`config.mk`:
```
export PLATFORM = sky130hd
export DESIGN_NAME = fvt_supervisor
export DESIGN_NICKNAME = d
export VERILOG_FILES = /design/src/fvt_pkg.sv /design/src/fvt_sync.sv /design/src/fvt_delay_map.sv /design/src/fvt_supervisor.sv
export SDC_FILE = /design/constraint.sdc
export NUM_CORES = 1
export LEC_CHECK = 0
export ABC_AREA = 0
export BUFFER_PORTS_ARGS = -buffer_cell sky130_fd_sc_hd__buf_4
export CAP_MARGIN = 20
export CORE_AREA = 3 3 137 139
export DETAILED_ROUTE_END_ITERATION = 10
export DIE_AREA = 0 0 140 142
export PLACE_DENSITY = 0.66
export REMOVE_ABC_BUFFERS = 1
export SYNTH_ARGS = -nofsm -noshare
export SYNTH_HDL_FRONTEND = slang
export SYNTH_SLANG_ARGS = --single-unit
```
`constraint.sdc`:
```
create_clock -name clk -period 5.4 [get_ports clk]
set_input_delay 0.54 -clock clk [delete_from_list [all_inputs] [get_ports clk]]
set_output_delay 0.54 -clock clk [all_outputs]
set_load 0.005 [all_outputs]
```
`src/fvt_pkg.sv`:
```
package fvt_pkg;

  // ****************************************
  // timing
  // ****************************************
  localparam int CLK_MHZ            = 125;
  localparam int MIN_TURNON_NS      = 197;
  localparam int MIN_TURNON_CYC     = (MIN_TURNON_NS * CLK_MHZ + 999) / 1000;
  localparam int OVERLOAD_MS        = 50;
  localparam int OVERLOAD_CYC       = OVERLOAD_MS * CLK_MHZ * 1000;
  localparam int CLAMP_US           = 100;
  localparam int CLAMP_CYC          = CLAMP_US * CLK_MHZ;
  localparam int RESTART_MS         = 1000;
  localparam int RESTART_CYC        = RESTART_MS * CLK_MHZ * 1000;
  localparam int THERMAL_REST_MS    = 2000;
  localparam int THERMAL_REST_CYC   = THERMAL_REST_MS * CLK_MHZ * 1000;
  localparam int SOFTSTART_US       = 5000;
  localparam int SOFTSTART_CYC      = SOFTSTART_US * CLK_MHZ;
  localparam int OVP_TRIP_COUNT     = 4;
  localparam int OCP_TRIP_COUNT     = 2;
  localparam int DELAY_CODE_W       = 4;
  localparam int DELAY_STEP_CYC     = 4;

  // ****************************************
  // types
  // ****************************************
  typedef enum logic [2:0] {
    FVT_PWRUP    = 3'h0,
    FVT_RUN      = 3'h1,
    FVT_SOFT     = 3'h2,
    FVT_WAIT     = 3'h3,
    FVT_RECHARGE = 3'h4
  } fvt_mode_t;

  typedef struct packed {
    logic demag_trigger;
    logic demag_end;
    logic osc_tick;
    logic fb_above_sat;
    logic ocp_at_leb_end;
    logic clamp_over_limit;
    logic tb_below_disable;
    logic supply_at_on;
  } fvt_sense_t;

  typedef struct packed {
    logic switch_enable;
    logic turn_on;
    logic hv_source_on;
    logic test_current_on;
    logic blank_enable;
    logic valley_enable;
    logic soft_start;
  } fvt_ctrl_t;

endpackage

```
`src/fvt_sync.sv`:
```
`timescale 1ns/100ps
`default_nettype none
module fvt_sync #(
  parameter int W = 1
) (
  input  wire logic         clk,
  input  wire logic         srst,
  input  wire logic         ce,
  input  wire logic [W-1:0] d,
  output var  logic [W-1:0] q
);
  typedef struct packed {
    logic [W-1:0] s1;
    logic [W-1:0] s2;
  } fvt_sync_st_t;
  initial begin
    if (W < 1) begin
      $error("fvt_sync: width must be at least one");
    end
  end
  fvt_sync_st_t st_r;
  fvt_sync_st_t st_nxt;

  always_comb begin
    st_nxt    = st_r;
    st_nxt.s1 = d;
    st_nxt.s2 = st_r.s1;
  end

  always_ff @(posedge clk) begin
    if (srst) begin
      st_r <= '0;
    end else if (ce) begin
      st_r <= st_nxt;
    end
  end

  assign q = st_r.s2;
endmodule
`default_nettype wire

```
`src/fvt_delay_map.sv`:
```
`timescale 1ns/100ps
`default_nettype none
module fvt_delay_map #(
  parameter int CW = fvt_pkg::DELAY_CODE_W
) (
  input  wire logic [CW-1:0] code,
  output var  logic [15:0]   cycles
);
  initial begin
    if (CW < 1 || CW > 13) begin
      $error("fvt_delay_map: code width out of range");
    end
  end

  // monotonic: each code step adds a fixed increment; only code zero gives
  // the minimum delay
  always_comb begin
    cycles = 16'(fvt_pkg::MIN_TURNON_CYC) + 16'(code) * 16'(fvt_pkg::DELAY_STEP_CYC);
  end
endmodule
`default_nettype wire

```
`src/fvt_supervisor.sv`:
```
`timescale 1ns/100ps
`default_nettype none

module fvt_supervisor #(
  parameter int OVERLOAD_CYC     = fvt_pkg::OVERLOAD_CYC,
  parameter int RESTART_CYC      = fvt_pkg::RESTART_CYC,
  parameter int THERMAL_REST_CYC = fvt_pkg::THERMAL_REST_CYC,
  parameter int CLAMP_CYC        = fvt_pkg::CLAMP_CYC,
  parameter int SOFTSTART_CYC    = fvt_pkg::SOFTSTART_CYC
) (
  input  wire logic                                clk,
  input  wire logic                                srst,
  input  wire logic                                ce,
  input  wire fvt_pkg::fvt_sense_t                 sense,
  input  wire logic                                demag_ovp_cmp,
  input  wire logic                                valley_req,
  input  wire logic                                blank_req,
  input  wire logic [fvt_pkg::DELAY_CODE_W-1:0]    delay_code,
  output var  fvt_pkg::fvt_ctrl_t                  ctrl,
  output var  logic                                fault_overload,
  output var  logic                                fault_ovp
);

  // ****************************************
  // parameter checks
  // ****************************************
  initial begin
    if (OVERLOAD_CYC < 2 || RESTART_CYC < 1 || THERMAL_REST_CYC < 1 ||
        CLAMP_CYC < 1 || SOFTSTART_CYC < 1 ||
        OVERLOAD_CYC >= 2**30 || THERMAL_REST_CYC >= 2**30) begin
      $error("fvt_supervisor: bad timing parameter");
    end
  end

  // ****************************************
  // input synchronisers
  // ****************************************
  fvt_pkg::fvt_sense_t s;
  logic                ovp_cmp_s;

  fvt_sync #(.W($bits(fvt_pkg::fvt_sense_t) + 1)) u_sync (
    .clk  (clk),
    .srst (srst),
    .ce   (ce),
    .d    ({sense, demag_ovp_cmp}),
    .q    ({s, ovp_cmp_s})
  );

  logic [15:0] delay_cyc;
  fvt_delay_map u_map (
    .code   (delay_code),
    .cycles (delay_cyc)
  );

  // ****************************************
  // state
  // ****************************************
  typedef struct packed {
    fvt_pkg::fvt_mode_t mode;
    logic [31:0]        olp_cnt;
    logic [31:0]        wait_cnt;
    logic [23:0]        clamp_cnt;
    logic [2:0]         ovp_cnt;
    logic               ovp_seen;
    logic [1:0]         ocp_cnt;
    logic               tb_grounded;
    logic               delay_run;
    logic [15:0]        delay_cnt;
    logic               ovp_flag;
    logic               trip_olp;
    logic               trip_ovp;
    fvt_pkg::fvt_ctrl_t ctrl;
  } fvt_state_t;

  fvt_state_t st_r;
  fvt_state_t st_nxt;
  logic       trig_d_r;
  logic       trig_edge;

  always_ff @(posedge clk) begin
    if (srst) begin
      trig_d_r <= 1'b0;
    end else if (ce) begin
      trig_d_r <= s.demag_trigger;
    end
  end
  assign trig_edge = s.demag_trigger && !trig_d_r;

  always_comb begin
    logic fault;
    logic [31:0] wait_len;
    fault    = 1'b0;
    wait_len = 32'(RESTART_CYC);
    st_nxt   = st_r;
    st_nxt.ctrl.turn_on = 1'b0;

    // ****************************************
    // output overvoltage sampling
    // ****************************************
    if (s.demag_end && ovp_cmp_s) begin
      st_nxt.ovp_seen = 1'b1;
    end
    st_nxt.ovp_flag = st_r.ovp_seen;
    if (s.osc_tick) begin
      if (st_r.ovp_seen || (s.demag_end && ovp_cmp_s)) begin
        if (st_r.ovp_cnt < 3'(fvt_pkg::OVP_TRIP_COUNT)) begin
          st_nxt.ovp_cnt = st_r.ovp_cnt + 3'h1;
        end
      end else begin
        st_nxt.ovp_cnt = 3'h0;
      end
      st_nxt.ovp_seen = 1'b0;
    end

    // ****************************************
    // post-blanking overcurrent, supply clamp
    // ****************************************
    if (s.osc_tick) begin
      if (s.ocp_at_leb_end) begin
        st_nxt.ocp_cnt = (st_r.ocp_cnt == 2'h3) ? 2'h3 : st_r.ocp_cnt + 2'h1;
      end else begin
        st_nxt.ocp_cnt = 2'h0;
      end
    end
    if (s.clamp_over_limit) begin
      if (st_r.clamp_cnt < 24'(CLAMP_CYC)) begin
        st_nxt.clamp_cnt = st_r.clamp_cnt + 24'h1;
      end
    end else begin
      st_nxt.clamp_cnt = 24'h0;
    end

    // ****************************************
    // overload counter, cleared in soft-start, frozen in the other modes outside normal run
    // ****************************************
    if (st_r.mode == fvt_pkg::FVT_RUN) begin
      if (s.fb_above_sat) begin
        st_nxt.olp_cnt = st_r.olp_cnt + 32'h1;
      end else if (st_r.olp_cnt != 32'h0) begin
        st_nxt.olp_cnt = st_r.olp_cnt - 32'h1;
      end
    end else if (st_r.mode == fvt_pkg::FVT_SOFT) begin
      st_nxt.olp_cnt = 32'h0;
    end

    // ****************************************
    // mode sequencing
    // ****************************************
    case (st_r.mode)
      fvt_pkg::FVT_PWRUP: begin
        st_nxt.ctrl.test_current_on = 1'b1;
        st_nxt.ctrl.hv_source_on    = 1'b1;
        if (s.supply_at_on) begin
          st_nxt.tb_grounded          = s.tb_below_disable;
          st_nxt.ctrl.test_current_on = 1'b0;
          st_nxt.ctrl.hv_source_on    = 1'b0;
          st_nxt.ctrl.switch_enable   = 1'b1;
          st_nxt.ctrl.soft_start      = 1'b1;
          st_nxt.wait_cnt             = 32'h0;
          st_nxt.mode                 = fvt_pkg::FVT_SOFT;
        end
      end
      fvt_pkg::FVT_RUN, fvt_pkg::FVT_SOFT: begin
        if (st_r.olp_cnt >= 32'(OVERLOAD_CYC)) begin
          fault           = 1'b1;
          st_nxt.trip_olp = 1'b1;
        end
        if (st_r.ovp_cnt >= 3'(fvt_pkg::OVP_TRIP_COUNT)) begin
          fault           = 1'b1;
          st_nxt.trip_ovp = 1'b1;
        end
        if (st_r.clamp_cnt >= 24'(CLAMP_CYC)) begin
          fault = 1'b1;
        end
        if (st_r.ocp_cnt >= 2'(fvt_pkg::OCP_TRIP_COUNT)) begin
          fault    = 1'b1;
          wait_len = 32'(THERMAL_REST_CYC);
        end
        if (st_r.mode == fvt_pkg::FVT_SOFT) begin
          st_nxt.wait_cnt = st_r.wait_cnt + 32'h1;
          if (st_r.wait_cnt >= 32'(SOFTSTART_CYC)) begin
            st_nxt.ctrl.soft_start = 1'b0;
            st_nxt.mode            = fvt_pkg::FVT_RUN;
            st_nxt.trip_olp        = 1'b0;
            st_nxt.trip_ovp        = 1'b0;
          end
        end
        if (fault) begin
          st_nxt.ctrl.switch_enable = 1'b0;
          st_nxt.ctrl.soft_start    = 1'b0;
          st_nxt.delay_run          = 1'b0;
          st_nxt.olp_cnt            = 32'h0;
          st_nxt.ovp_cnt            = 3'h0;
          st_nxt.ocp_cnt            = 2'h0;
          st_nxt.clamp_cnt          = 24'h0;
          st_nxt.wait_cnt           = wait_len;
          st_nxt.mode               = fvt_pkg::FVT_WAIT;
        end
      end
      fvt_pkg::FVT_WAIT: begin
        // supply recycling: hv source toggled by supply comparator
        st_nxt.ctrl.hv_source_on = !s.supply_at_on;
        if (st_r.wait_cnt != 32'h0) begin
          st_nxt.wait_cnt = st_r.wait_cnt - 32'h1;
        end else begin
          st_nxt.mode = fvt_pkg::FVT_RECHARGE;
        end
      end
      fvt_pkg::FVT_RECHARGE: begin
        st_nxt.ctrl.hv_source_on = 1'b1;
        if (s.supply_at_on && st_r.ctrl.hv_source_on) begin
          st_nxt.ctrl.hv_source_on  = 1'b0;
          st_nxt.ctrl.switch_enable = 1'b1;
          st_nxt.ctrl.soft_start    = 1'b1;
          st_nxt.wait_cnt           = 32'h0;
          st_nxt.mode               = fvt_pkg::FVT_SOFT;
        end
      end
      default: begin
        st_nxt.mode = fvt_pkg::FVT_PWRUP;
      end
    endcase

    // ****************************************
    // turn-on delay after demag trigger
    // ****************************************
    st_nxt.ctrl.blank_enable  = blank_req && !st_nxt.tb_grounded;
    st_nxt.ctrl.valley_enable = valley_req && !st_nxt.tb_grounded;
    if (trig_edge && st_r.ctrl.switch_enable && !fault) begin
      st_nxt.delay_run = 1'b1;
      st_nxt.delay_cnt = st_r.ctrl.valley_enable ? delay_cyc
                                                : 16'(fvt_pkg::MIN_TURNON_CYC);
    end else if (st_r.delay_run) begin
      if (st_r.delay_cnt <= 16'h1) begin
        st_nxt.delay_run    = 1'b0;
        // a tripping fault wins over a pending turn-on
        st_nxt.ctrl.turn_on = st_r.ctrl.switch_enable && !fault;
      end else begin
        st_nxt.delay_cnt = st_r.delay_cnt - 16'h1;
      end
    end
  end

  always_ff @(posedge clk) begin
    if (srst) begin
      st_r <= '0;
    end else if (ce) begin
      st_r <= st_nxt;
    end
  end

  assign ctrl           = st_r.ctrl;
  assign fault_overload = st_r.trip_olp;
  assign fault_ovp      = st_r.trip_ovp;
endmodule
`default_nettype wire

```
==> summary.txt <==
STA
  – Fin. Hold Viols: 0
  – Final number of max-transition violations: 0
  – Setup TNS: 0 ns
  – Min Tclk post-route: 3.255 ns
  – Period utilization: 0.6029
  – WHS: 0.3448 ns
  – Fmax: 307.2 MHz
  – Max-slew headroom: 0.4170
  – Final Setup Violations: 0
  – Skew final: 0.007777 ns
  – Slew @ Worst Pin: 0.8713 ns
  – RSZ-0062 raised after global routing: no

Floorplan
  – Initial core utilization: 0.4951
  – Rows: 49
  – Die X: 140 um
  – Ports: 27
  – Die area: 19,880 sq um
  – Die Y-Extent: 142 um
  – CORE AREA: 17,780 sq um

Yosys
  – Dominant synthesized flop cell: dfxtp_1
  – Ys async rst share: 0
  – Sequential cell area fraction in the yosys report: 0.3252
  – Syn avg cell area: 7.480 sq um
  – Synth Instances: 1,177
  – Synth unique cells: 84
  – Synth top area cells: dfxtp_1 (33%), o21ai_0 (5.6%), nor2_1 (5.4%)
  – Seq cells post-synth: 143
  – Most frequent cell after synthesis: dfxtp_1
  – Yosys warning total: 0
  – Syn Std Cell Area: 8803 sq um
  – Number of synthesized flops with an enable pin: 0
  – Post-synth top area cell: dfxtp_1
  – Synth top area share: 0.3252
  – Most frequent cells after synthesis: dfxtp_1 (143), nor2_1 (126), nand2_1 (115)

Global route
  – First-pass GRT wire length: 40,430 um
  – Total GRT Usage: 0.2447
  – Initial antenna violation count: 0
  – Number of global-route vias before repair: 7,826
  – Grt ovf: 0
  – Largest net degree at the start of global routing: 50

Critical path
  – Crit Reg-Reg Endpoint: st_r[17]
  – Buffers & Inverters on Critical Path: 0
  – Endpoint class of the critical path: flip-flop
  – Startpoint Class: flip-flop
  – Worst EP required: 5.72 ns
  – Reg2Reg Setup Slack: 2.14 ns
  – Reg-to-reg startpoint: st_r[113]
  – Cell family with most CP delay: simple AND/OR/NAND/NOR gates
  – Crit-path cells: nor4_1 > and3_1 > nand4_2 > a21boi_1 > or3_1 > nor3_1 > a211o_1
  – Slowest stage cell, crit path: a21boi_1
  – CP arrival: 3.58 ns
  – Reg2reg path depth: 7
  – Worst path max stage delay: 0.77 ns
  – Crit path max fanout: 11
  – Critical path class: reg2reg

Drt
  – Final ANT Viol Nets: 0
  – # DRC: 0
  – Initial drt markers: 843
  – Met1 wire length: 11,690 um
  – DR top layer: met4
  – Via count: 8,798
  – Met2 Wirelength: 10,870 um
  – Metal3 WL: 1716 um
  – First-pass iteration count of the detailed router: 5
  – Routed wire per std cell: 17.86 um
  – Vias/cell: 6.343
  – Total wire length: 24,770 um

Placement
  – # port buffers: 26
  – Global placer's final weighted congestion: 0.9608
  – HPWL Detailed: 16,540 um

Clock tree
  – Clk sinks: 143
  – Clk_lat worst skew: 0.43 ns
  – CTS Hold Buffers Added: 0
  – CTS tree: built
  – Setup Buffers After CTS: 0
  – Htree depth: 4
  – Clock root buffer: clkbuf_16
  – Clock Path Buffers: 2
  – Clock slew at reported path FFs: 0.06 ns
  – CTS buffer count: 17
  – Post-CTS sizing: 0

Worst hold path
  – Worst hold-check path type: in2reg
  – Cells on Worst Hold Path: 3
  – Worst hold path endpoint: ctrl[2]
  – Min-delay src: blank_req

Final layout
  – Number of diodes: 0
  – Area delta synth->final: 9.338%
  – Share of layout cells above drive strength 1: 0.08377
  – Number of nets in the layout: 1,175

Pwr
  – Total chip power: 0.002879 W
  – Pwr per Cell Area: 299.1 nW/um^2
  – Worst IR Drop VDD: 0.2382 mV
  – Pleak: 3.572 nW

Run status
  – Status: finished clean

Flow run
  – Max-cap check violation count: 0
## worst max-delay path by stage
stage	start	to	slack (ns)	depth (start not counted)
floorplan	st_r[43]	st_r[76]	1.84	7
global placement	st_r[43]	st_r[22]	2.29	8
detailed placement	st_r[113]	st_r[18]	2.15	7
CTS	st_r[113]	st_r[22]	2.17	7
global route	st_r[104]	st_r[18]	1.95	8
finish	st_r[113]	st_r[17]	2.14	7
## routing by layer
| metal | GRT usage | up-vias |
|---|---|---|
| met2 | 0.3798 | 335 |
| li1 | - | 4331 |
| met1 | 0.3537 | 4092 |
| met3 | 0.03562 | 40 |
| met4 | 0.07547 | 0 |
| met5 | 0 | - |
## sequential cells by signal, summed over array words and instances, names as in the netlist
name / cells
st_r: 114
u_sync.st_nxt: 9
st_nxt: 1
trig_d_r: 1
fault_ovp: 1
u_sync.q: 9
ctrl: 7
fault_overload: 1
## power breakdown
group	switching, W	internal, W
clock	0.000522	0.000697
sequential	0.0000415	0.00108
combinational	0.000356	0.000182
## per-stage QoR
step	instances	setup slack [ns]	utilization	instance area (sq um)
detailed placement	1354	2.149	0.5061	8997
finish	1387	2.145	0.5414	9625
CTS	1386	2.167	0.5398	9598
global route	1387	1.948	0.5414	9625
global placement	1354	2.291	0.5061	8997
floorplan	1087	1.845	-	8408
## worst min-delay path, cell delays in order
cell and delay (ns):
buf_4 0.08, a22oi_1 0.05, nor2_1 0.07
## area by class of cell
type,count,area (sq um)
inverter,28,105.1
clock buffer,17,425.4
tap,229,286.5
clock inverter,15,175.2
multi-input combinational,916,5458
fill,1728,8154
timing repair buffer,39,312.8
sequential,143,2863
## cells by family (layout without fill, tap and decap cells)
logic type	Yosys count	in the layout	share of synthesized area
AND/OR/NAND/NOR	527	527	0.3108
AO/OA/AOI/OAI	338	338	0.2479
flip-flops	143	143	0.3252
buffers and inverters	118	99	0.05685
multiplexers	23	23	0.02629
XOR/XNOR	16	16	0.01592
adder cells (fa/ha/maj)	12	12	0.01705
## cell usage in the layout, fill, tap and decap left out, types with 10 or more instances in the layout
| master | instances |
|---|---|
| dfxtp_1 | 143 |
| nor2_1 | 126 |
| nand2_1 | 115 |
| o21ai_0 | 98 |
| a21oi_1 | 74 |
| nor3_1 | 57 |
| nand3_1 | 55 |
| buf_4 | 38 |
| inv_1 | 27 |
| and3_1 | 24 |
| nor4_1 | 23 |
| mux2i_1 | 22 |
| nand4_1 | 20 |
| and2_1 | 18 |
| or3_1 | 18 |
| a31oi_1 | 18 |
| clkbuf_16 | 17 |
| o31ai_1 | 16 |
| and4_1 | 15 |
| o22ai_1 | 13 |
| nand2b_1 | 12 |
| a211oi_1 | 12 |
| ha_1 | 12 |
| a32oi_1 | 10 |
No activity file was read; power rests on OpenSTA's default activity.
